## config.mk

```make
export PLATFORM = sky130hd
export DESIGN_NAME = dtc_top
export DESIGN_NICKNAME = d
export VERILOG_FILES = /design/src/hw/dtc_pkg.sv /design/src/hw/dtc_top.sv
export SDC_FILE = /design/constraint.sdc
export NUM_CORES = 1
export LEC_CHECK = 0
export BUFFER_PORTS_ARGS = -buffer_cell sky130_fd_sc_hd__clkbuf_2
export CORE_UTILIZATION = 55
export DETAILED_ROUTE_END_ITERATION = 12
export GPL_TIMING_DRIVEN = 0
export PLACE_DENSITY = 0.8
export SLEW_MARGIN = 20
export SYNTH_ARGS = -nofsm -noshare
export SYNTH_HDL_FRONTEND = slang
export SYNTH_SLANG_ARGS = --single-unit
```

## constraint.sdc

```tcl
create_clock -name clk_sys -period 2.77 [get_ports clk_sys]
set_clock_uncertainty 0.2 [all_clocks]
set_input_delay 0.277 -clock clk_sys [delete_from_list [all_inputs] [get_ports clk_sys]]
set_output_delay 0.277 -clock clk_sys [all_outputs]
set_load 0.1 [all_outputs]
```

## src/hw/dtc_pkg.sv

```systemverilog
// Package of constants and types for the dual timer/counter block
package dtc_pkg;

  // ****************************************************
  // Timing
  // ****************************************************
  // System clock (clk_sys) periods in one peripheral cycle
  localparam int PER_CLKS = 6;
  localparam logic [2:0] PER_LAST = 3'(PER_CLKS - 1);

  // ****************************************************
  // Register indices (byte address is four times the index)
  // ****************************************************
  localparam logic [9:0] IDX_CTRL = 10'h088;
  localparam logic [9:0] IDX_MODE = 10'h089;
  localparam logic [9:0] IDX_C0_LO = 10'h08a;
  localparam logic [9:0] IDX_C1_LO = 10'h08b;
  localparam logic [9:0] IDX_C0_HI = 10'h08c;
  localparam logic [9:0] IDX_C1_HI = 10'h08d;
  localparam logic [9:0] IDX_IEN = 10'h0a8;

  // ****************************************************
  // Field positions
  // ****************************************************
  localparam int CTL_TF1 = 7;
  localparam int CTL_TR1 = 6;
  localparam int CTL_TF0 = 5;
  localparam int CTL_TR0 = 4;
  localparam int CTL_IE1 = 3;
  localparam int CTL_IT1 = 2;
  localparam int CTL_IE0 = 1;
  localparam int CTL_IT0 = 0;
  localparam int MOD_COUNTER_ONE_PIN_GATING = 7;
  localparam int MOD_SRC1 = 6;
  localparam int MOD_M1 = 4;
  localparam int MOD_COUNTER_ZERO_PIN_GATING = 3;
  localparam int MOD_SRC0 = 2;
  localparam int MOD_M0 = 0;
  localparam int IEN_EA = 7;
  localparam int IEN_ET1 = 3;
  localparam int IEN_ET0 = 1;

  // Pin slots in the synchroniser vectors
  localparam int PIN_CNT0 = 0;
  localparam int PIN_CNT1 = 1;
  localparam int PIN_EXT_IRQ_ZERO_PIN = 2;
  localparam int PIN_EXT_IRQ_ONE_PIN = 3;

  // ****************************************************
  // Mode codes and reset values
  // ****************************************************
  localparam logic [1:0] MODE_PRESCALE = 2'b00;
  localparam logic [1:0] MODE_WIDE = 2'b01;
  localparam logic [1:0] MODE_RELOAD = 2'b10;
  localparam logic [1:0] MODE_SPLIT = 2'b11;
  localparam logic [7:0] RST_BYTE = 8'h00;

  typedef struct packed {
    logic [7:0] lo;
    logic [7:0] hi;
    logic ovf;
  } dtc_cnt_t;

  typedef struct packed {
    logic [7:0] ctrl;
    logic [7:0] mode;
    logic [7:0] c0_lo;
    logic [7:0] c0_hi;
    logic [7:0] c1_lo;
    logic [7:0] c1_hi;
    logic [7:0] ien;
    logic [2:0] div;
    logic [3:0] pin_s1;
    logic [3:0] pin_s2;
    logic [3:0] pin_smp;
    logic wr_pend;
    logic [9:0] wr_idx;
    logic [31:0] hrdata;
    logic hready;
    logic irq0;
    logic irq1;
    logic baud;
    logic ovf0;
    logic ovf1;
  } dtc_state_t;

endpackage

```

## src/hw/dtc_top.sv

```systemverilog
// Dual timer/counter with AHB-Lite register access
`timescale 1ns/1ps

module dtc_top
  import dtc_pkg::*;
(
  input wire logic clk_sys,
  input wire logic reset_n,
  input wire logic hsel,
  input wire logic [31:0] haddr,
  input wire logic [1:0] htrans,
  input wire logic hwrite,
  input wire logic [2:0] hsize,
  input wire logic [31:0] hwdata,
  input wire logic hready,
  output logic hreadyout,
  output logic hresp,
  output logic [31:0] hrdata,
  input wire logic count_input_zero_pin,
  input wire logic count_input_one_pin,
  input wire logic ext_irq_zero_pin_n,
  input wire logic ext_irq_one_pin_n,
  input wire logic counter_zero_irq_ack,
  input wire logic counter_one_irq_ack,
  input wire logic ext_irq_zero_ack,
  input wire logic ext_irq_one_ack,
  output logic counter_zero_irq,
  output logic counter_one_irq,
  output logic ext_irq_zero_req,
  output logic ext_irq_one_req,
  output logic counter_zero_overflow,
  output logic counter_one_overflow,
  output logic baud_tick
);

  // ****************************************************
  // Count step for modes 0 to 2
  // ****************************************************
  function automatic dtc_cnt_t step(input logic [1:0] m, input logic [7:0] lo,
                                    input logic [7:0] hi, input logic inc);
    dtc_cnt_t r;
    r.lo = lo;
    r.hi = hi;
    r.ovf = 1'b0;
    if (inc) begin
      case (m)
        MODE_PRESCALE: begin
          r.lo[4:0] = lo[4:0] + 5'h01;
          if (&lo[4:0]) begin
            r.hi = hi + 8'h01;
            r.ovf = &hi;
          end
        end
        MODE_WIDE: begin
          {r.hi, r.lo} = {hi, lo} + 16'h0001;
          r.ovf = &{hi, lo};
        end
        MODE_RELOAD: begin
          if (&lo) begin
            r.lo = hi;
            r.ovf = 1'b1;
          end else begin
            r.lo = lo + 8'h01;
          end
        end
        default: begin
          r.ovf = 1'b0;
        end
      endcase
    end
    return r;
  endfunction

  dtc_state_t q;
  dtc_state_t d;

  // ****************************************************
  // Next state
  // ****************************************************
  always_comb begin
    logic tick;
    logic [3:0] fall;
    logic [1:0] m0;
    logic [1:0] m1;
    logic split;
    logic run0;
    logic run1;
    logic inc0;
    logic inc1;
    logic inc_hi;
    logic ovf_hi;
    logic addr_ok;
    logic [7:0] rd;
    logic [7:0] wb;
    dtc_cnt_t c0;
    dtc_cnt_t c1;
    d = q;
    tick = (q.div == PER_LAST);
    fall = 4'h0;
    m0 = q.mode[MOD_M0 +: 2];
    m1 = q.mode[MOD_M1 +: 2];
    split = (m0 == MODE_SPLIT);
    ovf_hi = 1'b0;
    rd = RST_BYTE;
    wb = hwdata[7:0];

    // Two-flop synchronisers, then one sample per peripheral cycle
    d.pin_s1 = {ext_irq_one_pin_n, ext_irq_zero_pin_n, count_input_one_pin,
                count_input_zero_pin};
    d.pin_s2 = q.pin_s1;
    d.div = tick ? 3'h0 : q.div + 3'h1;
    if (tick) begin
      d.pin_smp = q.pin_s2;
      fall = q.pin_smp & ~q.pin_s2;
    end

    // Gating and source selection
    run0 = q.ctrl[CTL_TR0] & (~q.mode[MOD_COUNTER_ZERO_PIN_GATING] | q.pin_s2[PIN_EXT_IRQ_ZERO_PIN]);
    // Run bit is lent to the split high byte, so counter one free-runs then
    run1 = (split | q.ctrl[CTL_TR1]) & (~q.mode[MOD_COUNTER_ONE_PIN_GATING] | q.pin_s2[PIN_EXT_IRQ_ONE_PIN]);
    inc0 = run0 & (q.mode[MOD_SRC0] ? fall[PIN_CNT0] : tick);
    inc1 = run1 & (q.mode[MOD_SRC1] ? fall[PIN_CNT1] : tick);
    inc_hi = split & q.ctrl[CTL_TR1] & tick;

    if (split) begin
      c0.lo = inc0 ? q.c0_lo + 8'h01 : q.c0_lo;
      c0.ovf = inc0 & (&q.c0_lo);
      c0.hi = inc_hi ? q.c0_hi + 8'h01 : q.c0_hi;
      ovf_hi = inc_hi & (&q.c0_hi);
    end else begin
      c0 = step(m0, q.c0_lo, q.c0_hi, inc0);
    end
    c1 = step(m1, q.c1_lo, q.c1_hi, inc1);
    d.c0_lo = c0.lo;
    d.c0_hi = c0.hi;
    d.c1_lo = c1.lo;
    d.c1_hi = c1.hi;
    d.ovf0 = c0.ovf;
    d.ovf1 = c1.ovf;
    d.baud = c1.ovf;

    // Register write in the data phase; a write wins over counting
    if (q.wr_pend) begin
      case (q.wr_idx)
        IDX_CTRL: d.ctrl = wb;
        IDX_MODE: d.mode = wb;
        IDX_C0_LO: d.c0_lo = wb;
        IDX_C0_HI: d.c0_hi = wb;
        IDX_C1_LO: d.c1_lo = wb;
        IDX_C1_HI: d.c1_hi = wb;
        IDX_IEN: d.ien = wb & 8'h8a;
        default: d.ien = d.ien;
      endcase
    end

    // Overflow flags: vector clear, hardware set wins
    if (counter_zero_irq_ack) begin
      d.ctrl[CTL_TF0] = 1'b0;
    end
    if (counter_one_irq_ack) begin
      d.ctrl[CTL_TF1] = 1'b0;
    end
    if (c0.ovf) begin
      d.ctrl[CTL_TF0] = 1'b1;
    end
    // Halted or free-running counter one in split mode raises no flag
    if (ovf_hi | (c1.ovf & ~split)) begin
      d.ctrl[CTL_TF1] = 1'b1;
    end

    // External interrupt flags
    if (q.ctrl[CTL_IT0]) begin
      if (ext_irq_zero_ack) begin
        d.ctrl[CTL_IE0] = 1'b0;
      end
      if (fall[PIN_EXT_IRQ_ZERO_PIN]) begin
        d.ctrl[CTL_IE0] = 1'b1;
      end
    end else begin
      d.ctrl[CTL_IE0] = ~q.pin_s2[PIN_EXT_IRQ_ZERO_PIN];
    end
    if (q.ctrl[CTL_IT1]) begin
      if (ext_irq_one_ack) begin
        d.ctrl[CTL_IE1] = 1'b0;
      end
      if (fall[PIN_EXT_IRQ_ONE_PIN]) begin
        d.ctrl[CTL_IE1] = 1'b1;
      end
    end else begin
      d.ctrl[CTL_IE1] = ~q.pin_s2[PIN_EXT_IRQ_ONE_PIN];
    end

    d.irq0 = d.ctrl[CTL_TF0] & d.ien[IEN_ET0] & d.ien[IEN_EA];
    d.irq1 = d.ctrl[CTL_TF1] & d.ien[IEN_ET1] & d.ien[IEN_EA];

    // ****************************************************
    // AHB-Lite address phase
    // ****************************************************
    addr_ok = hsel & htrans[1] & hready;
    d.wr_pend = addr_ok & hwrite;
    d.wr_idx = haddr[11:2];
    d.hready = 1'b1;
    case (haddr[11:2])
      IDX_CTRL: rd = q.ctrl;
      IDX_MODE: rd = q.mode;
      IDX_C0_LO: rd = q.c0_lo;
      IDX_C0_HI: rd = q.c0_hi;
      IDX_C1_LO: rd = q.c1_lo;
      IDX_C1_HI: rd = q.c1_hi;
      IDX_IEN: rd = q.ien;
      default: rd = RST_BYTE;
    endcase
    if (addr_ok & ~hwrite) begin
      d.hrdata = {24'h00_0000, rd};
    end
  end

  // ****************************************************
  // State register
  // ****************************************************
  always_ff @(posedge clk_sys or negedge reset_n) begin
    if (!reset_n) begin
      q <= '0;
    end else begin
      q <= d;
    end
  end

  assign hreadyout = q.hready;
  assign hresp = 1'b0 & q.hready;
  assign hrdata = q.hrdata;
  assign counter_zero_irq = q.irq0;
  assign counter_one_irq = q.irq1;
  assign ext_irq_zero_req = q.ctrl[CTL_IE0];
  assign ext_irq_one_req = q.ctrl[CTL_IE1];
  assign counter_zero_overflow = q.ovf0;
  assign counter_one_overflow = q.ovf1;
  assign baud_tick = q.baud;

endmodule

```

==> reports/metrics.csv <==
stage,metric,value,unit
power,cell leakage power,2.97,nW
logic_synthesis,post-synthesis instance total,686,
cts,CTS sink count,90,
sta,final worst-path cycle share,97.0,%
routing,"antenna viol nets, final",0,
placement,Post-Place Cell Area,6390,um^2
worst_setup_path,sequence of cells on the critical path,clkbuf_1 > nand3_1 > nor2_1 > o21ai_0 > a221o_1 > o21ai_0 > o21ai_0,
global_routing,maximum number of pins on one net before global-route repair,91,
logic_synthesis,count of distinct cell types in the synthesized netlist,71,
worst_setup_path,largest stage delay on the critical path,570,ps
logic_synthesis,"Top FF cell, synth",dfrtp_1,
routing,detailed-routing iteration count for the pre-antenna-repair pass,6,
power,total internal power,0.00226,W
placement,DP Worst Slack,-173,ps
global_routing,antenna violations before repair,1,
worst_setup_path,Crit Path Class,reg -> reg,
cts,total number of H-tree levels,3,
finish,share of post-route cells with drive strength above 1,17.3,%
sta,final number of max-transition violations,0,
logic_synthesis,register area share after synthesis,38.2,%
logic_synthesis,area of the mapped netlist,5900,um^2
finish,fill cell total of the finished layout,872,
logic_synthesis,Seq cells post-synth,90,
routing,per-cell via count in the routed design,6.15,
min_path,type of the tightest min-delay check,in -> reg,
floorplan,Die X-Extent,106,um
global_routing,overflow left after global routing,0,
worst_setup_path,data arrival time of the critical path,2730,ps
routing,DRT Wirelength,18.2,mm
floorplan,number of core rows,37,
sta,Fin Hold WS,89.9,ps
logic_synthesis,average cell area after synthesis,8.60,um^2
routing,post-detailed-route wirelength per cell,19.5,um
sta,unrepaired setup endpoints after global routing,false,
sta,smallest setup slack after layout,82.7,ps
logic_synthesis,cell taking the most area after synthesis,dfrtp_1,
placement,Post-DP HPWL,12.7,mm
logic_synthesis,Yosys warnings,0,
worst_setup_path,WP data required,2820,ps
power,combinational share of power,30.3,%
worst_setup_path,Critical Path Most Common Cell,o21ai_0,
floorplan,effective utilization at floorplan,56.9,%
floorplan,io pins,123,
placement,count of placed standard cells including taps,890,
cts,Root Buffer,clkbuf_8,
logic_synthesis,number of enable flip-flop cells after synthesis,0,
placement,total of buffers placed on input and output ports,44,
sta,slew of the pin with the lowest slew margin,735,ps
worst_setup_path,cell with the largest stage delay on the worst path,nor2_1,
logic_synthesis,Yosys top cell area share,38.2,%
power,peak supply drop,0.000392,V
sta,f_max,372,MHz
finish,area added between synthesis and finish,16.2,%
floorplan,Core Region,10400,um^2
routing,count of vias placed by the detailed router,5716,
outcome,result of the run,completed,
power,Sw Pwr,0.00149,W
sta,Rel. slew slack,51.0,%
routing,number of remaining DRC errors,0,
power,fraction of power consumed by the clock network,26.4,%
sta,final count of negative-setup-slack endpoints,0,
power,Cell Pwr Density,547,nW/um^2
power,net switching fraction of the power,39.8,%
cts,deepest clock path buffer count,2,
finish,non-filler instance count after layout,930,
finish,finished layout cell area,6860,um^2
floorplan,area of the die,11100,um^2
floorplan,vertical extent of the die,106,um
global_routing,GRT Total Usage,34.0,%
logic_synthesis,asr flop ratio synth,100,%
worst_setup_path,Worst Path Max Fanout,9,
cts,"Reg clk slew, reported paths",100,ps
cts,number of clock buffers inserted by TritonCTS,9,
cts,clock insertion delay at the later pin of the skew report,370,ps
routing,first-iteration detailed-routing DRC count,592,
sta,min Tclk post-route,2690,ps
global_routing,wire length of the first global-routing pass,28.8,mm
job,total of max-cap violations,0,
worst_setup_path,Worst setup SP type,register,
worst_setup_path,endpoint kind of the worst setup timing path,register,
logic_synthesis,top area cells in the synthesized netlist,"dfrtp_1, nand2_1, o21ai_0",
sta,final-report hold violation count,0,
global_routing,vias in the first global route,5423,
finish,Nets,884,
placement,final weighted congestion of routability-driven global placement,0.934,
cts,CTS tree,yes,
power,Flop pwr share,43.3,%
==> metal layers <==
layer  routed length (um)  up-vias  global-route usage [%]
met4                  645        0                    17.4
met3                 1480       52                    6.25
met1                 7310     2715                    44.5
met2                 8730      294                    54.0
met5                    0        -                       0
li1                     -     2655                       -
==> cell usage after synthesis (5+ instances only) <==
library cell and instances:
a21o_1 6, a21oi_1 44, a22oi_1 6, a31oi_1 15, and3_1 10, and4_1 5
buf_2 6, buf_4 34, clkbuf_1 26, dfrtp_1 90, ha_1 14, inv_1 20
mux2_2 21, mux2i_1 19, nand2_1 78, nand2b_1 6, nand3_1 28, nand4_1 9
nor2_1 59, nor2b_1 6, nor3_1 15, nor4_1 5, o211ai_1 12, o21ai_0 51
o22ai_1 8, o31ai_1 9, xnor2_1 6
==> layout make-up <==
cell class	instances	area [um^2]	area share [%]
timing repair buffer	67	452	6.59
clock buffer	9	124	1.81
buffer	71	407	5.93
multi-input combinational	529	3280	47.9
tap	136	170	2.48
clock inverter	7	91.3	1.33
inverter	20	75.1	1.09
antenna	1	2.50	0.0365
sequential	90	2250	32.8
==> what timing repair did <==
item	in CTS	in global routing
hold endpoints to repair	108	0
setup endpoints to repair	9	12
hold buffers	20	0
pin swaps	0	2
buffers inserted	0	3
cloned	0	0
resized for setup	3	7
==> registers in the layout, summed over array words and instances (netlist names) <==
register	flops
counter_one_overflow	1
hreadyout	1
counter_zero_irq	1
ext_irq_one_req	1
q	71
ext_irq_zero_req	1
d	4
counter_one_irq	1
hrdata	8
counter_zero_overflow	1
==> power groups by stage <==
stage | Clock (W) | Combinational, W | Sequential, W
6_report | 0.000990 | 0.00114 | 0.00162
5_1_grt | 0.00105 | 0.00122 | 0.00164
4_1_cts | 0.00100 | 0.00111 | 0.00162
3_5_place_dp | 0 | 0.00109 | 0.00164
3_3_place_gp | 0 | 0.00107 | 0.00164
2_1_floorplan | 0 | 0.000836 | 0.00160
==> critical path, delay by kind of cell (launching register included) <==
kind | cells | cell delay, ps
flops | 1 | 340
buf+inv | 1 | 340
simple gates | 2 | 930
compound gates | 4 | 750
==> placed cells by master, fill, tap and decap left out, types with 19 or more instances in the layout <==
cell type / Yosys / final
nand2_1: 78 / 78
a21oi_1: 44 / 44
dlygate4sd3_1: 0 / 20
mux2_2: 21 / 21
conb_1: 2 / 26
inv_1: 20 / 20
buf_4: 34 / 37
clkbuf_1: 26 / 25
mux2i_1: 19 / 19
nand3_1: 28 / 28
dfrtp_1: 90 / 90
o21ai_0: 51 / 49
nor2_1: 59 / 58
clkbuf_2: 1 / 45
==> through the flow <==
stage	util [%]	power, W	TNS [ps]
after floorplan	-	0.00243	0
after global placement	61.5	0.00270	-294
after detailed placement	61.6	0.00273	-479
after CTS	65.8	0.00374	0
after global routing	66.1	0.00391	0
final	66.1	0.00375	0
==> path summary, 6_finish.rpt <==
path | startpoint | end | slack, ps | cells past startpoint
worst max-delay path | q[85]$_DFF_PN0_ | q[81]$_DFF_PN0_ | 80 | 7
worst min-delay path | hwdata[0] | q[80]$_DFF_PN0_ | 90 | 3
worst max register to register | q[85]$_DFF_PN0_ | q[81]$_DFF_PN0_ | 80 | 7
worst min register to register | d[56]$_DFF_PN0_ | q[56]$_DFF_PN0_ | 160 | 0
max in group asynchronous | reset_n | q[94]$_DFF_PN0_ | 1540 | 2
min in group asynchronous | reset_n | hrdata[2]$_DFFE_PN0P_ | 330 | 2
==> kinds of logic (layout without fill, tap and decap cells) <==
kind of cell | count (synthesis) | after routing | synth area share [%]
buf+inv | 91 | 174 | 8.10
other cells | 2 | 27 | 0.127
flops | 90 | 90 | 38.2
fa+ha+maj | 14 | 14 | 2.97
mux | 40 | 40 | 7.23
compound gates | 191 | 191 | 21.2
simple gates | 249 | 249 | 20.9
xor+xnor | 9 | 9 | 1.34
No activity file was read; power rests on OpenSTA's default activity.
